`config.mk`:
```
export PLATFORM = sky130hd
export DESIGN_NAME = ppm_pin_mux
export DESIGN_NICKNAME = d
export VERILOG_FILES = /design/src/hdl/ppm_pkg.sv /design/src/hdl/ppm_pin_mux.sv
export SDC_FILE = /design/constraint.sdc
export NUM_CORES = 1
export LEC_CHECK = 0
export BUFFER_PORTS_ARGS = -buffer_cell sky130_fd_sc_hd__buf_2
export CAP_MARGIN = 20
export CORE_MARGIN = 2
export CORE_UTILIZATION = 30
export CTS_CLUSTER_SIZE = 28
export DETAILED_ROUTE_END_ITERATION = 10
export GPL_TIMING_DRIVEN = 0
export PLACE_DENSITY = 0.58
export SLEW_MARGIN = 20
export SYNTH_ARGS = -nofsm -noshare
export SYNTH_HDL_FRONTEND = slang
export SYNTH_SLANG_ARGS = --single-unit
export TNS_END_PERCENT = 100
```
`constraint.sdc`:
```
create_clock -name clk_i -period 2.2 [get_ports clk_i]
set_clock_uncertainty 0.15 [all_clocks]
set_input_delay 0.66 -clock clk_i [delete_from_list [all_inputs] [get_ports clk_i]]
set_output_delay 0.66 -clock clk_i [all_outputs]
set_load 0.005 [all_outputs]
```
`src/hdl/ppm_pkg.sv`:
```
// Shared constants and carrier types for the port pin sharing mux
package ppm_pkg;

    localparam int NUM_PORTS = 7;
    localparam int PORT_W    = 8;

    // Port indices
    localparam logic [2:0] PORT_A = 3'h0;
    localparam logic [2:0] PORT_B = 3'h1;
    localparam logic [2:0] PORT_C = 3'h2;
    localparam logic [2:0] PORT_D = 3'h3;
    localparam logic [2:0] PORT_E = 3'h4;
    localparam logic [2:0] PORT_F = 3'h5;
    localparam logic [2:0] PORT_G = 3'h6;

    // Pin positions of shared functions
    localparam int C_SECOND_SERIAL_TRANSMIT_BIT  = 0;
    localparam int C_SECOND_SERIAL_RECEIVE_BIT  = 1;
    localparam int C_SDA_BIT   = 2;
    localparam int C_SCL_BIT   = 3;
    localparam int D_TMR1_LO   = 0;
    localparam int D_TMR1_CH   = 3;
    localparam int D_TMR2_LO   = 3;
    localparam int D_TMR2_CH   = 5;
    localparam int D_TMR1_CLK  = 0;
    localparam int D_TMR2_CLK  = 3;
    localparam int E_FIRST_SERIAL_TRANSMIT_BIT  = 0;
    localparam int E_FIRST_SERIAL_RECEIVE_BIT  = 1;
    localparam int E_SPI_LO    = 2;
    localparam int E_SPI_W     = 4;
    localparam int G_BKGD_BIT  = 0;
    localparam int G_CRYSTAL_OUTPUT_BIT  = 1;
    localparam int G_CRYSTAL_INPUT_BIT = 2;

    // Reset values
    localparam logic [7:0] RST_BYTE    = 8'h00;
    localparam logic       RST_BKGD_PE = 1'b1;

    // Register select on the write port
    typedef enum logic [1:0] {
        PPM_REG_DATA = 2'h0,
        PPM_REG_DIR  = 2'h1,
        PPM_REG_PUE  = 2'h2,
        PPM_REG_SLEW = 2'h3
    } ppm_reg_t;

    typedef logic [NUM_PORTS-1:0][PORT_W-1:0] ppm_bank_t;

    // Pad-side controls for all pins
    typedef struct packed {
        ppm_bank_t out;
        ppm_bank_t oe_n;
        ppm_bank_t pull;
        ppm_bank_t slew;
    } ppm_pad_t;

    // Requests from the on-chip peripherals
    typedef struct packed {
        logic [7:0] kbi_en;
        logic       adc_en;
        logic [7:0] adc_pin_en;
        logic       second_async_serial_unit_en;
        logic       second_async_serial_unit_txd;
        logic       iic_en;
        logic       sda_low;
        logic       scl_low;
        logic [2:0] tmr1_en;
        logic [2:0] tmr1_oe;
        logic [2:0] tmr1_out;
        logic       tmr1_clk_en;
        logic [4:0] tmr2_en;
        logic [4:0] tmr2_oe;
        logic [4:0] tmr2_out;
        logic       tmr2_clk_en;
        logic       first_async_serial_unit_en;
        logic       first_async_serial_unit_txd;
        logic       spi_en;
        logic [3:0] spi_oe;
        logic [3:0] spi_out;
        logic       bkgd_drive;
        logic       bkgd_out;
        logic       osc_en;
    } ppm_periph_t;

    // Whole register state of the mux
    typedef struct packed {
        ppm_bank_t  data;
        ppm_bank_t  dir;
        ppm_bank_t  pue;
        ppm_bank_t  slew;
        logic       bkgd_pe;
        logic       mode_sel;
        logic [7:0] rd_data;
    } ppm_state_t;

endpackage

```
`src/hdl/ppm_pin_mux.sv`:
```
// Pin sharing mux for seven 8-bit parallel ports and their peripherals
`timescale 1ns/10ps
`default_nettype none

module ppm_pin_mux
    import ppm_pkg::*;
(
    input  wire logic        clk_i,
    input  wire logic        rst_i,
    input  wire logic        wr_en_i,
    input  wire logic [2:0]  wr_port_i,
    input  wire ppm_reg_t    wr_reg_i,
    input  wire logic [7:0]  wr_data_i,
    input  wire logic [2:0]  rd_port_i,
    output logic [7:0]       rd_data_o,
    input  wire logic        bkgd_pe_clr_i,
    output logic             bkgd_pe_o,
    output logic             mode_select_o,
    input  wire ppm_periph_t periph_i,
    input  wire ppm_bank_t   pin_i,
    output ppm_pad_t         pad_o
);

    ppm_state_t st;
    ppm_state_t next_st;
    ppm_bank_t  own;
    ppm_bank_t  per_drv;
    ppm_bank_t  per_out;
    ppm_bank_t  force_pu;
    ppm_bank_t  gpio_drv;

    ////////////////////////////////////////////////////////////////////////
    // Peripheral claims

    always_comb
    begin
        own      = '0;
        per_drv  = '0;
        per_out  = '0;
        force_pu = '0;

        own[PORT_A] = periph_i.kbi_en;
        if (periph_i.adc_en)
        begin
            own[PORT_B] = periph_i.adc_pin_en;
        end

        if (periph_i.second_async_serial_unit_en)
        begin
            own[PORT_C][C_SECOND_SERIAL_TRANSMIT_BIT]     = 1'b1;
            own[PORT_C][C_SECOND_SERIAL_RECEIVE_BIT]     = 1'b1;
            per_drv[PORT_C][C_SECOND_SERIAL_TRANSMIT_BIT] = 1'b1;
            per_out[PORT_C][C_SECOND_SERIAL_TRANSMIT_BIT] = periph_i.second_async_serial_unit_txd;
        end
        if (periph_i.iic_en)
        begin
            // Open drain: only ever pulls low
            own[PORT_C][C_SDA_BIT]     = 1'b1;
            own[PORT_C][C_SCL_BIT]     = 1'b1;
            per_drv[PORT_C][C_SDA_BIT] = periph_i.sda_low;
            per_drv[PORT_C][C_SCL_BIT] = periph_i.scl_low;
        end

        for (int i = 0; i < D_TMR1_CH; i++)
        begin
            if (periph_i.tmr1_en[i])
            begin
                own[PORT_D][D_TMR1_LO+i]     = 1'b1;
                per_drv[PORT_D][D_TMR1_LO+i] = periph_i.tmr1_oe[i];
                per_out[PORT_D][D_TMR1_LO+i] = periph_i.tmr1_out[i];
            end
        end
        for (int i = 0; i < D_TMR2_CH; i++)
        begin
            if (periph_i.tmr2_en[i])
            begin
                own[PORT_D][D_TMR2_LO+i]     = 1'b1;
                per_drv[PORT_D][D_TMR2_LO+i] = periph_i.tmr2_oe[i];
                per_out[PORT_D][D_TMR2_LO+i] = periph_i.tmr2_out[i];
            end
        end
        // External clock inputs override any channel use of the pin
        if (periph_i.tmr1_clk_en)
        begin
            own[PORT_D][D_TMR1_CLK]     = 1'b1;
            per_drv[PORT_D][D_TMR1_CLK] = 1'b0;
        end
        if (periph_i.tmr2_clk_en)
        begin
            own[PORT_D][D_TMR2_CLK]     = 1'b1;
            per_drv[PORT_D][D_TMR2_CLK] = 1'b0;
        end

        if (periph_i.first_async_serial_unit_en)
        begin
            own[PORT_E][E_FIRST_SERIAL_TRANSMIT_BIT]     = 1'b1;
            own[PORT_E][E_FIRST_SERIAL_RECEIVE_BIT]     = 1'b1;
            per_drv[PORT_E][E_FIRST_SERIAL_TRANSMIT_BIT] = 1'b1;
            per_out[PORT_E][E_FIRST_SERIAL_TRANSMIT_BIT] = periph_i.first_async_serial_unit_txd;
        end
        if (periph_i.spi_en)
        begin
            for (int i = 0; i < E_SPI_W; i++)
            begin
                own[PORT_E][E_SPI_LO+i]     = 1'b1;
                per_drv[PORT_E][E_SPI_LO+i] = periph_i.spi_oe[i];
                per_out[PORT_E][E_SPI_LO+i] = periph_i.spi_out[i];
            end
        end

        // Port F has no claimants at all

        if (st.bkgd_pe)
        begin
            own[PORT_G][G_BKGD_BIT]      = 1'b1;
            per_drv[PORT_G][G_BKGD_BIT]  = periph_i.bkgd_drive;
            per_out[PORT_G][G_BKGD_BIT]  = periph_i.bkgd_out;
            force_pu[PORT_G][G_BKGD_BIT] = 1'b1;
        end
        if (periph_i.osc_en)
        begin
            own[PORT_G][G_CRYSTAL_OUTPUT_BIT]  = 1'b1;
            own[PORT_G][G_CRYSTAL_INPUT_BIT] = 1'b1;
        end
    end

    ////////////////////////////////////////////////////////////////////////
    // Pad drive

    always_comb
    begin
        gpio_drv = st.dir & ~own;
        pad_o.out  = (own & per_out) | (~own & st.data);
        pad_o.oe_n = ~((own & per_drv) | gpio_drv);
        // Pullup only where the pin is not being driven, except the forced pullup on the background pin
        pad_o.pull = force_pu | (st.pue & ~st.dir & ~(own & per_drv));
        pad_o.slew = st.slew & ~pad_o.oe_n;
        // Output-only pin has no pullup path as GPIO
        if (!st.bkgd_pe)
        begin
            pad_o.pull[PORT_G][G_BKGD_BIT] = 1'b0;
        end
    end

    ////////////////////////////////////////////////////////////////////////
    // Registers

    always_comb
    begin
        next_st = st;
        if (wr_en_i && (wr_port_i <= PORT_G))
        begin
            case (wr_reg_i)
                PPM_REG_DATA: next_st.data[wr_port_i] = wr_data_i;
                PPM_REG_DIR:  next_st.dir[wr_port_i]  = wr_data_i;
                PPM_REG_PUE:  next_st.pue[wr_port_i]  = wr_data_i;
                PPM_REG_SLEW: next_st.slew[wr_port_i] = wr_data_i;
                default:      next_st = st;
            endcase
        end
        if (bkgd_pe_clr_i)
        begin
            next_st.bkgd_pe = 1'b0;
        end

        // Read path: direction selects pin or latch even when overridden
        if (rd_port_i <= PORT_G)
        begin
            next_st.rd_data = (st.dir[rd_port_i] & st.data[rd_port_i])
                            | (~st.dir[rd_port_i] & pin_i[rd_port_i]);
            if (rd_port_i == PORT_G)
            begin
                // No input buffer on the output-only pin
                next_st.rd_data[G_BKGD_BIT] =
                    st.data[PORT_G][G_BKGD_BIT];
            end
        end
        else
        begin
            next_st.rd_data = RST_BYTE;
        end

        if (rst_i)
        begin
            next_st.data    = '0;
            next_st.dir     = '0;
            next_st.pue     = '0;
            next_st.slew    = '0;
            next_st.bkgd_pe = RST_BKGD_PE;
            next_st.rd_data = RST_BYTE;
            next_st.mode_sel = pin_i[PORT_G][G_BKGD_BIT];
        end
    end

    always_ff @(posedge clk_i)
    begin
        st <= next_st;
    end

    assign rd_data_o     = st.rd_data;
    assign bkgd_pe_o     = st.bkgd_pe;
    assign mode_select_o = st.mode_sel;

    ////////////////////////////////////////////////////////////////////////
    // Checks

    a_reset_clears_dir: assert property (
        @(posedge clk_i) rst_i |=> (st.dir == '0) && (st.pue == '0)
            && st.bkgd_pe)
        else $error("reset did not clear direction and pullups");

    a_keypad_forces_in: assert property (
        @(posedge clk_i) disable iff (rst_i)
        periph_i.kbi_en != '0 |-> (pad_o.oe_n[PORT_A] & periph_i.kbi_en)
            == periph_i.kbi_en)
        else $error("keypad pin driven");

    a_adc_forces_in: assert property (
        @(posedge clk_i) disable iff (rst_i)
        periph_i.adc_en |-> ((pad_o.oe_n[PORT_B] & periph_i.adc_pin_en)
            == periph_i.adc_pin_en)
            && ((pad_o.oe_n[PORT_B] | periph_i.adc_pin_en)
            == (~st.dir[PORT_B] | periph_i.adc_pin_en)))
        else $error("converter pin selection wrong");

    a_port_f_plain: assert property (
        @(posedge clk_i) disable iff (rst_i)
        pad_o.oe_n[PORT_F] == ~st.dir[PORT_F]
            && pad_o.out[PORT_F] == st.data[PORT_F])
        else $error("port F not under plain control");

    a_second_async_serial_unit_transmit: assert property (
        @(posedge clk_i) disable iff (rst_i)
        periph_i.second_async_serial_unit_en |-> !pad_o.oe_n[PORT_C][C_SECOND_SERIAL_TRANSMIT_BIT]
            && pad_o.out[PORT_C][C_SECOND_SERIAL_TRANSMIT_BIT] == periph_i.second_async_serial_unit_txd
            && pad_o.oe_n[PORT_C][C_SECOND_SERIAL_RECEIVE_BIT])
        else $error("second serial pins wrong");

    a_bkgd_pullup_on: assert property (
        @(posedge clk_i) disable iff (rst_i)
        st.bkgd_pe |-> pad_o.pull[PORT_G][G_BKGD_BIT]
            && pad_o.oe_n[PORT_G][G_BKGD_BIT] == !periph_i.bkgd_drive)
        else $error("background pin not owned");

    a_bkgd_pe_sticky: assert property (
        @(posedge clk_i) disable iff (rst_i)
        !st.bkgd_pe |=> !st.bkgd_pe)
        else $error("background enable came back without reset");

    a_read_latch: assert property (
        @(posedge clk_i) disable iff (rst_i)
        (rd_port_i == PORT_F) && (st.dir[PORT_F] == 8'hFF)
            |=> rd_data_o == $past(st.data[PORT_F]))
        else $error("readback of output latch wrong");

    // Latch must take the byte whether or not the keypad owns the pins
    a_write_latches: assert property (
        @(posedge clk_i) disable iff (rst_i)
        wr_en_i && wr_port_i == PORT_A && wr_reg_i == PPM_REG_DATA
            |=> st.data[PORT_A] == $past(wr_data_i))
        else $error("data write not latched under override");

    // Open drain: the bus unit may only pull low, never drive high
    a_iic_open_drain: assert property (
        @(posedge clk_i) disable iff (rst_i)
        periph_i.iic_en |-> !pad_o.out[PORT_C][C_SDA_BIT]
            && !pad_o.out[PORT_C][C_SCL_BIT]
            && pad_o.oe_n[PORT_C][C_SDA_BIT] == !periph_i.sda_low
            && pad_o.oe_n[PORT_C][C_SCL_BIT] == !periph_i.scl_low)
        else $error("two-wire pins wrong");

    a_tmr1_clock_in: assert property (
        @(posedge clk_i) disable iff (rst_i)
        periph_i.tmr1_clk_en |-> pad_o.oe_n[PORT_D][D_TMR1_CLK])
        else $error("first timer clock pin driven");

    a_tmr2_clock_in: assert property (
        @(posedge clk_i) disable iff (rst_i)
        periph_i.tmr2_clk_en |-> pad_o.oe_n[PORT_D][D_TMR2_CLK])
        else $error("second timer clock pin driven");

    a_first_async_serial_unit_transmit: assert property (
        @(posedge clk_i) disable iff (rst_i)
        periph_i.first_async_serial_unit_en |-> !pad_o.oe_n[PORT_E][E_FIRST_SERIAL_TRANSMIT_BIT]
            && pad_o.out[PORT_E][E_FIRST_SERIAL_TRANSMIT_BIT] == periph_i.first_async_serial_unit_txd
            && pad_o.oe_n[PORT_E][E_FIRST_SERIAL_RECEIVE_BIT])
        else $error("first serial pins wrong");

    a_spi_pins_owned: assert property (
        @(posedge clk_i) disable iff (rst_i)
        periph_i.spi_en
            |-> pad_o.oe_n[PORT_E][E_SPI_LO +: E_SPI_W] == ~periph_i.spi_oe
            && pad_o.out[PORT_E][E_SPI_LO +: E_SPI_W] == periph_i.spi_out)
        else $error("sync serial pins wrong");

    // Oscillator pins must never see the port driver fight the crystal
    a_osc_undriven: assert property (
        @(posedge clk_i) disable iff (rst_i)
        periph_i.osc_en |-> pad_o.oe_n[PORT_G][G_CRYSTAL_OUTPUT_BIT]
            && pad_o.oe_n[PORT_G][G_CRYSTAL_INPUT_BIT])
        else $error("oscillator pin driven");

    // Mode is latched only while reset stands
    a_mode_held: assert property (
        @(posedge clk_i)
        !rst_i |=> $stable(st.mode_sel))
        else $error("mode select changed outside reset");

endmodule

`default_nettype wire

```
==> impl_metrics.toml, run 1 <==
[sta]
rsz0062_at_grt = "true"
setup_viol_count_final = 0
fin_setup_tns_ns = 0
final-hold-violation-count = 0
slew_headroom = 0.221
max_freq_mhz = 456
max_slew.worst_pin.slew_ns = 1.17
min_period_ns = 2.19
finalCritPeriodShare = 0.997
finalMaxSlewViolations = 0

[finish]
utilization = 0.398
fillers = 3888
syn2layout_area_growth_pct = 31.7
nNetsFinal = 1844
drive_gt1_frac = 0.331

[floorplanning]
rows = 71
initial_utilization = 0.302
pin_count = 372
core_area_sq_um = 37400
fp.dieH_um = 198
die_w_um = 198
die-area_sq_um = 39300

[hold_path]
hold_depth = 3
min_path_type = "in2reg"

[logic_synthesis]
synth_ff_type = "dfxtp_1"
synth_top_area_frac = 0.411
synth_seq_cells = 233
yosysTopAreaCell = "dfxtp_1"
yosys-top-cells-area = "dfxtp_1, mux2i_1, nand2_1"
yosysSeqAreaShare = 0.413
ys_types = 34
netlist_top_cells_count = "dfxtp_1, nand2_1, mux2i_1, nor2_1, a21oi_1"
yosys_warnings = 0
synth-edff-count = 1
synth_async_sr_flop_share = 0
synth_cells = 1315
synth_nets = 1453
synth_area_per_cell_sq_um = 8.60
syn_area_sq_um = 11300
yosys.cell_count.top_type = "dfxtp_1"

[worst_setup_path]
worstSetupEndpointType = "register"
cp.arrival_ns = 2.44
rr_worst_depth = 3
r2r-start = "st[132]$_SDFFE_PP0P_"
r2r_slack_ns = 0.23
cp-start-kind = "input pin"
crit_top_cell = "buf_2"
worst_path_dominant_cell_family = "compound AO/OA/AOI/OAI gates"
worstPathCellList = "buf_2, buf_2, mux4_2, nor2b_1, a211oi_1, a311oi_1"
max_stage_delay_ns = 0.62
cp_slowest_cell = "a211oi_1"
critPathRequiredTime_ns = 2.44
path_class = "in2reg"
critPathBufInv = 2
crit_path_max_fanout = 10
cp-startpoint = "rd_port_i[1]"
crit_cells = 6
cp-endpoint = "rd_data_o[2]$_SDFF_PP0_"
r2r_end = "rd_data_o[2]$_SDFF_PP0_"

[global_route]
first_global_vias = 10300
antenna_found_initial = 2
grt_pass1_wl_um = 68700
grt_max_degree = 14
grt.total_usage = 0.241
overflow = 0

[run]
cap_viol_max_count = 0

[clock_tree]
htreeDepth = 1
cts_tree = "yes"
path_clk_slew_ns = 0.06
cts.sinks = 233
numCtsBuffers = 28
clk_latency_ns = 0.54
cts.hold.buffers_added = 0
cts-root-buf = "clkbuf_16"
clk_path_buf_depth = 3

[power]
peakVddDrop_mv = 0.557
cellPowerDensity_nw_per_um2 = 677
swShare = 0.249
p_seq_frac = 0.427
leakage_uw = 0.00619
p_int_uw = 7570
power_switching_uw = 2520
p_comb_frac = 0.094
pwr-share-clk = 0.479

[placement]
hpwlAfterDp_um = 38100
portBuffers = 359
gp_congestion = 0.869

[route]
drc = 0
drt_first_pass_iters = 5
wirelength_um = 49300
vias = 11000
postRouteAntennaNets = 0
routedWlPerCell_um = 22.0
drt_iter0_drc = 586
vias_per_cell = 4.92

[run_status]
outcome = "finished clean"
registers in the layout, summed over array words and instances, names as in the netlist:
name / cells
st: 223
mode_select_o: 1
bkgd_pe_o: 1
rd_data_o: 8
placed cells by master (no fill, tap or decap), drive strengths merged, types with 2 or more instances in the layout:
cell type  synthesis  final
a211o              7      7
a211oi            27     27
a21o               3      3
a21oi            119    119
a311oi             8      8
and2              30     30
and3              12     12
and4bb             3      3
buf               83    441
bufinv             0      3
clkbuf            44     86
clkinv             0      6
dfxtp            232    232
diode              0      2
inv               46     46
mux2              21     21
mux2i            125    125
mux4              24     24
nand2            161    161
nand2b            22     22
nand3             96     96
nand4b             3      3
nor2             132    132
nor2b             86     86
nor3b              2      2
o21ai             26     26
layer usage:
layer  global-route usage  routed length, um  vias up  part of all wire
met3               0.0349               2960       65             0.060
met5                    0                 12        -           0.00024
li1                     -                  -     5226                 -
met2                0.398              23100      424              0.47
met1                0.324              21900     5298              0.44
met4               0.0780               1410        2             0.029
worst reg2reg max path: cells and delay by family (launching register included):
| kind | cells | cell delay [ns] |
|---|---|---|
| compound gates | 2 | 0.76 |
| mux | 1 | 0.54 |
| flops | 1 | 0.38 |
area by class of cell:
class	count	area (sq um)	share of cell area
Tap cell	511	639	0.0429
Multi-Input combinational cell	909	5870	0.394
Inverter	46	173	0.0116
Clock inverter	10	131	0.00882
Antenna cell	2	5.00	0.000336
Clock buffer	40	827	0.0555
Buffer	126	678	0.0455
Sequential cell	233	4730	0.317
Timing Repair Buffer	362	1850	0.124
power by group through the flow:
stage	logic (uW)	clock network [uW]	registers [uW]
finish	947	4830	4300
global placement	918	0	4400
CTS	949	4910	4300
detailed placement	928	0	4400
global route	1010	5090	4310
floorplan	463	0	4380
worst min path at each step:
stage | startpoint | endpoint | slack, ns
6_report | bkgd_pe_clr_i | bkgd_pe_o$_SDFFE_PP1P_ | 0.23
4_1_cts | bkgd_pe_clr_i | bkgd_pe_o$_SDFFE_PP1P_ | 0.21
5_1_grt | rst_i | mode_select_o$_DFFE_PP_ | 0.22
3_5_place_dp | st[99]$_SDFFE_PP0P_ | st[99]$_SDFFE_PP0P_ | 0.29
2_1_floorplan | st[82]$_SDFFE_PP0P_ | st[82]$_SDFFE_PP0P_ | 0.28
3_3_place_gp | st[99]$_SDFFE_PP0P_ | st[99]$_SDFFE_PP0P_ | 0.29
timing repair:
item,CTS,global route
endpoints found under the setup margin,62,36
resized for setup,39,30
pin swaps,0,4
cloned,1,0
buffers inserted,1,1
cells by family (layout without fill, tap and decap cells):
family	count (synthesis)	in the layout	synth area share
DFF	233	233	0.413
AOI/OAI and AO/OA	191	191	0.0964
muxes	170	170	0.181
other	0	2	0
and+or+nand+nor	548	548	0.235
buffers and inverters	173	584	0.0744
metrics by stage:
| stage | std cells | area, sq um | setup WS (ns) | power [uW] | hold slack, ns |
|---|---|---|---|---|---|
| 2_1_floorplan | 1315 | 11300 | 0.0348 | 4840 | 0.282 |
| 3_3_place_gp | 2185 | 13700 | -0.662 | 5310 | 0.287 |
| 3_5_place_dp | 2185 | 13700 | -0.676 | 5320 | 0.292 |
| 4_1_cts | 2237 | 14800 | 0.00128 | 10200 | 0.212 |
| 5_1_grt | 2237 | 14900 | -0.0212 | 10400 | 0.217 |
| 6_report | 2239 | 14900 | 0.00614 | 10100 | 0.226 |
No activity file was read; power rests on OpenSTA's default activity.
==> run 2, diff against run 1 <==
--- a/config.mk
+++ b/config.mk
@@ -7,12 +7,13 @@
 export LEC_CHECK = 0
 export BUFFER_PORTS_ARGS = -buffer_cell sky130_fd_sc_hd__buf_2
 export CAP_MARGIN = 20
+export CORE_ASPECT_RATIO = 0.8
 export CORE_MARGIN = 2
-export CORE_UTILIZATION = 30
+export CORE_UTILIZATION = 51
 export CTS_CLUSTER_SIZE = 28
 export DETAILED_ROUTE_END_ITERATION = 10
 export GPL_TIMING_DRIVEN = 0
-export PLACE_DENSITY = 0.58
+export PLACE_DENSITY = 0.86
 export SLEW_MARGIN = 20
 export SYNTH_ARGS = -nofsm -noshare
 export SYNTH_HDL_FRONTEND = slang
==> constraint.sdc (replaced) <==
create_clock -name clk_i -period 2.2 [get_ports clk_i]
set_clock_uncertainty 0.15 [all_clocks]
set_input_delay 0.22 -clock clk_i [delete_from_list [all_inputs] [get_ports clk_i]]
set_output_delay 0.22 -clock clk_i [all_outputs]
set_load 0.005 [all_outputs]
==> run 2 against run 1 <==
  * Power shrank 6.2%
  * Sequential cell count is the same
  * Via count grew 9.4%
  * Worst setup slack gained 0.20 ns
  * Clock power shrank 13%
  * Fmax grew 9.8%
  * Sequential power is essentially flat
  * Critical endpoint is now st[26]$_SDFFE_PP0P_
  * Largest cell class unchanged
  * Largest power group is now sequential cells
  * Highest routed layer unchanged
==> impl_metrics.toml, run 2 (synthesized netlist as in run 1, its figures left out) <==
[sta]
rsz0062_at_grt = "false"
final-hold-violation-count = 0
whs_ns = 0.0436
slew_headroom = 0.169
max_freq_mhz = 501
fin_setup_tns_ns = 0
min_period_ns = 2.00
finalMaxSlewViolations = 0
max_slew.worst_pin.slew_ns = 1.25
setup_viol_count_final = 0
setup_ws_ns = 0.203
finalCritPeriodShare = 0.908

[route]
routedWlPerCell_um = 23.3
drc = 0
drt_first_pass_iters = 6
drt_iter0_drc = 1668
postRouteAntennaNets = 0
vias = 12000
wirelength_um = 47100
vias_per_cell = 5.96

[power]
cellPowerDensity_nw_per_um2 = 660
swShare = 0.252
p_seq_frac = 0.455
peakVddDrop_mv = 0.446
power_uw = 9460
leakage_uw = 0.00606
p_int_uw = 7080
pwr-share-clk = 0.445
p_comb_frac = 0.100
power_switching_uw = 2380

[placement]
dp_slack_ns = 0.0514
gp_congestion = 0.964
portBuffers = 359
hpwlAfterDp_um = 35000

[clock_tree]
path_clk_slew_ns = 0.06
cts-root-buf = "clkbuf_16"
numCtsBuffers = 24
cts_setup_buffers = 0
htreeDepth = 1
clk_path_buf_depth = 3
clk_latency_ns = 0.53
cts_tree = "yes"
cts.sinks = 233
cts_resized = 0

[global_route]
overflow = 0
grt_max_degree = 15
first_global_vias = 11200
antenna_found_initial = 2
grt.total_usage = 0.388
grt_pass1_wl_um = 66700

[run]
cap_viol_max_count = 0

[finish]
largest_register = "st"
nNetsFinal = 1841
fillers = 1776
largest_register_ffs = 223
syn2layout_area_growth_pct = 26.6
final_cell_mix = "buf_2, dfxtp_1, nand2_1, nor2_1, mux2i_1"
drive_gt1_frac = 0.297
final_common_cell = "buf_2"

[worst_setup_path]
path_class = "in2reg"
worstSetupEndpointType = "register"
cp-start-kind = "input pin"
cp.arrival_ns = 2.22
crit_path_max_fanout = 10
critPathRequiredTime_ns = 2.42

[floorplanning]
fp.dieH_um = 137
core_area_sq_um = 21700
die-area_sq_um = 23400
pin_count = 372
die_w_um = 171
rows = 48
initial_utilization = 0.522

[run_status]
outcome = "finished clean"

[hold_path]
min_path_type = "in2reg"
[run 2: worst paths after layout]
kind / end / from / depth (start not counted) / slack [ns]
setup / recovery: st[26]$_SDFFE_PP0P_ / rst_i / 5 / 0.20
hold / removal: st[125]$_SDFFE_PP0P_ / wr_port_i[0] / 4 / 0.04
setup reg to reg: rd_data_o[3]$_SDFF_PP0_ / st[133]$_SDFFE_PP0P_ / 3 / 0.38
hold reg to reg: st[67]$_SDFFE_PP0P_ / st[67]$_SDFFE_PP0P_ / 2 / 0.30
[run 2: per-stage QoR]
stage,util,instance area (sq um),instances
global route,0.661,14300,2022
global placement,0.622,13500,1974
finish,0.661,14300,2022
CTS,0.661,14300,2021
floorplan,-,11300,1315
detailed placement,0.622,13500,1974
[run 2: layout make-up]
| class | instances | area [sq um] | area share |
|---|---|---|---|
| Multi-Input combinational cell | 909 | 5800 | 0.405 |
| Sequential cell | 233 | 4670 | 0.326 |
| Timing Repair Buffer | 362 | 1830 | 0.128 |
| Clock buffer | 36 | 707 | 0.0493 |
| Buffer | 127 | 669 | 0.0467 |
| Tap cell | 300 | 375 | 0.0262 |
| Inverter | 46 | 173 | 0.0121 |
| Clock inverter | 8 | 100 | 0.00699 |
| Antenna cell | 1 | 2.50 | 0.000175 |
[run 2: what timing repair did]
item                                   in CTS  in global routing
hold buffers                                3                  0
setup endpoints to repair                   0                  0
endpoints found under the hold margin       3                  0
[run 2: critical path, stage by stage]
cell and delay, ns:
dlygate4sd3_1 0.52, buf_2 0.16, clkbuf_1 0.48, clkbuf_1 0.71, nor2_1 0.11
[run 2: power by group through the flow]
| stage | clock [uW] | sequential, uW | combinational (uW) |
|---|---|---|---|
| global placement | 0 | 4400 | 880 |
| floorplan | 0 | 4380 | 463 |
| global route | 4370 | 4310 | 981 |
| finish | 4210 | 4310 | 944 |
| detailed placement | 0 | 4400 | 897 |
| CTS | 4190 | 4300 | 910 |
[run 2: metal layers]
metal / GRT usage / vias to the layer above / part of all wire
met2: 0.607 / 982 / 0.44
met5: 0 / - / 0.00038
met4: 0.205 / 2 / 0.056
li1: - / 5208 / -
met1: 0.495 / 5664 / 0.37
met3: 0.0991 / 191 / 0.13
==> run 3, diff against run 2 <==
--- a/config.mk
+++ b/config.mk
@@ -5,15 +5,16 @@
 export SDC_FILE = /design/constraint.sdc
 export NUM_CORES = 1
 export LEC_CHECK = 0
+export ABC_AREA = 1
 export BUFFER_PORTS_ARGS = -buffer_cell sky130_fd_sc_hd__buf_2
 export CAP_MARGIN = 20
 export CORE_ASPECT_RATIO = 0.8
 export CORE_MARGIN = 2
-export CORE_UTILIZATION = 51
+export CORE_UTILIZATION = 52
 export CTS_CLUSTER_SIZE = 28
 export DETAILED_ROUTE_END_ITERATION = 10
 export GPL_TIMING_DRIVEN = 0
-export PLACE_DENSITY = 0.86
+export PLACE_DENSITY = 0.87
 export SLEW_MARGIN = 20
 export SYNTH_ARGS = -nofsm -noshare
 export SYNTH_HDL_FRONTEND = slang
==> run 3 against run 2 <==
  * Clock power up 2%
  * Utilization is 0.44 points higher
  * Worst hold slack worse by 0.021 ns
  * Worst setup slack lost 0.15 ns
  * Critical endpoint is now st[73]$_SDFFE_PP0P_
  * Largest power group unchanged
  * Highest routed layer unchanged
==> impl_metrics.toml, run 3 <==
[run_status]
outcome = "finished clean"

[global_route]
antenna_found_initial = 7
grt.total_usage = 0.367
grt_pass1_wl_um = 70300
first_global_vias = 12900
overflow = 0
grt_max_degree = 14

[route]
routedWlPerCell_um = 17.0
vias = 14300
vias_per_cell = 5.12
drt_first_pass_iters = 6
postRouteAntennaNets = 0
wirelength_um = 47600
drt_iter0_drc = 1435
drc = 0

[floorplanning]
pin_count = 372
rows = 50
die_w_um = 176
core_area_sq_um = 23300
initial_utilization = 0.529
die-area_sq_um = 25000
fp.dieH_um = 142

[logic_synthesis]
yosysSeqAreaShare = 0.379
synth_area_per_cell_sq_um = 6.00
syn_area_sq_um = 12300
netlist_top_cells_count = "nand2_1, nor2_1, inv_1"
synth_async_sr_flop_share = 0
yosys.cell_count.top_type = "nand2_1"
yosysTopAreaCell = "dfxtp_1"
synth_seq_cells = 233
yosys-top-cells-area = "dfxtp_1, nand2_1, nor2_1"
synth_nets = 2195
yosys_warnings = 0
synth-edff-count = 1
synth_ff_type = "dfxtp_1"
synth_top_area_frac = 0.376
ys_types = 28
synth_cells = 2057

[hold_path]
min_path_type = "in2reg"

[power]
p_comb_frac = 0.115
power_switching_uw = 2530
p_int_uw = 7220
p_seq_frac = 0.444
cellPowerDensity_nw_per_um2 = 628
leakage_uw = 0.00776
swShare = 0.260
peakVddDrop_mv = 0.500
pwr-share-clk = 0.441

[worst_setup_path]
worstSetupEndpointType = "register"
cp.arrival_ns = 2.43
crit_path_max_fanout = 10
crit_top_cell = "nand2_1"
critPathBufInv = 4
worst_path_dominant_cell_family = "buffers and inverters"
cp_slowest_cell = "buf_1"
max_stage_delay_ns = 0.82
worstPathCellList = "dlygate4sd3_1, buf_2, inv_1, buf_1, nand2_1, nand2_1, nor2_1"
r2r_slack_ns = 0.70
critPathRequiredTime_ns = 2.48
cp-start-kind = "input pin"
path_class = "in2reg"

[sta]
setup_viol_count_final = 0
finalMaxSlewViolations = 0
max_slew.worst_pin.slew_ns = 1.10
min_period_ns = 2.15
fin_setup_tns_ns = 0
final-hold-violation-count = 0
rsz0062_at_grt = "false"
slew_headroom = 0.265
max_freq_mhz = 465
finalCritPeriodShare = 0.977

[clock_tree]
cts-root-buf = "clkbuf_16"
clk_path_buf_depth = 3
clk_latency_ns = 0.53
cts_tree = "yes"
path_clk_slew_ns = 0.06
cts_resized = 0
cts.sinks = 233
htreeDepth = 1
numCtsBuffers = 24

[finish]
stdcell_count = 2794
final_common_cell = "nand2_1"
drive_gt1_frac = 0.206
nNetsFinal = 2599
fillers = 2182
design_area_sq_um = 15500
syn2layout_area_growth_pct = 25.7
largest_register = "st"
largest_register_ffs = 223
final_cell_mix = "nand2_1, nor2_1, buf_2, inv_1, dfxtp_1"

[placement]
gp_congestion = 1.03
hpwlAfterDp_um = 35900
place_inst = 2736
portBuffers = 367
dpl_cell_area_sq_um = 14600

[run]
cap_viol_max_count = 0
==> run 3: cell families (layout without fill, tap and decap cells) <==
| kind of cell | Yosys count | count (layout) | share of synthesized area |
|---|---|---|---|
| simple gates | 1349 | 1349 | 0.434 |
| buf+inv | 361 | 780 | 0.134 |
| flops | 233 | 233 | 0.379 |
| compound gates | 114 | 114 | 0.0527 |
| other cells | 0 | 6 | 0 |
==> run 3: layer usage <==
metal	share of wire	vias to the layer above	routed length [um]	global-route usage
met5	0.00027	-	13	0
met4	0.053	2	2510	0.189
li1	-	6859	-	-
met1	0.39	6362	18800	0.486
met2	0.43	901	20400	0.578
met3	0.12	169	5800	0.0630
==> run 3: final timing paths <==
check / endpoint / depth (start not counted) / from
min reg2reg: st[98]$_SDFFE_PP0P_ / 2 / st[98]$_SDFFE_PP0P_
max: st[73]$_SDFFE_PP0P_ / 7 / wr_data_i[7]
max reg2reg: rd_data_o[6]$_SDFF_PP0_ / 7 / st[168]$_SDFFE_PP0P_
min: rd_data_o[4]$_SDFF_PP0_ / 7 / pin_i[12]
==> run 3: worst register-to-register path, delay by kind of cell (launching register included) <==
family                 cells  cell delay [ns]
AO/OA/AOI/OAI              2             0.50
flip-flops                 1             0.37
AND/OR/NAND/NOR            3             0.22
buffers and inverters      2             0.20
==> run 3: power groups by stage <==
stage / Sequential, uW / Clock (uW) / Combinational [uW]
after detailed placement: 4420 / 0 / 1070
after floorplan: 4410 / 0 / 582
final: 4330 / 4300 / 1120
after global routing: 4330 / 4440 / 1210
after global placement: 4420 / 0 / 1050
after CTS: 4330 / 4280 / 1090
==> run 3: final cells by class <==
type,instances,area [sq um],area share
antenna,6,15.0,0.000967
buffer,116,739,0.0476
clock buffer,34,739,0.0476
clock inverter,7,85.1,0.00548
inverter,245,920,0.0593
multi-input combinational,1463,6010,0.387
sequential,233,4670,0.301
tap,312,390,0.0252
timing repair buffer,378,1950,0.125
==> run 3: through the flow <==
| stage | hold WS (ns) | power [uW] | worst slack (ns) | utilization |
|---|---|---|---|---|
| floorplan | 0.181 | 4990 | 0.745 | - |
| global placement | 0.266 | 5470 | -0.0405 | 0.624 |
| detailed placement | 0.272 | 5490 | -0.0657 | 0.624 |
| CTS | 0.0177 | 9700 | 0.163 | 0.664 |
| global route | 0.0619 | 9980 | 0.0769 | 0.665 |
| finish | 0.0229 | 9750 | 0.0516 | 0.665 |
==> run 3: repair_timing <==
item,4_1_cts,5_1_grt
hold buffers,11,0
hold endpoints to repair,34,0
buffers inserted,0,0
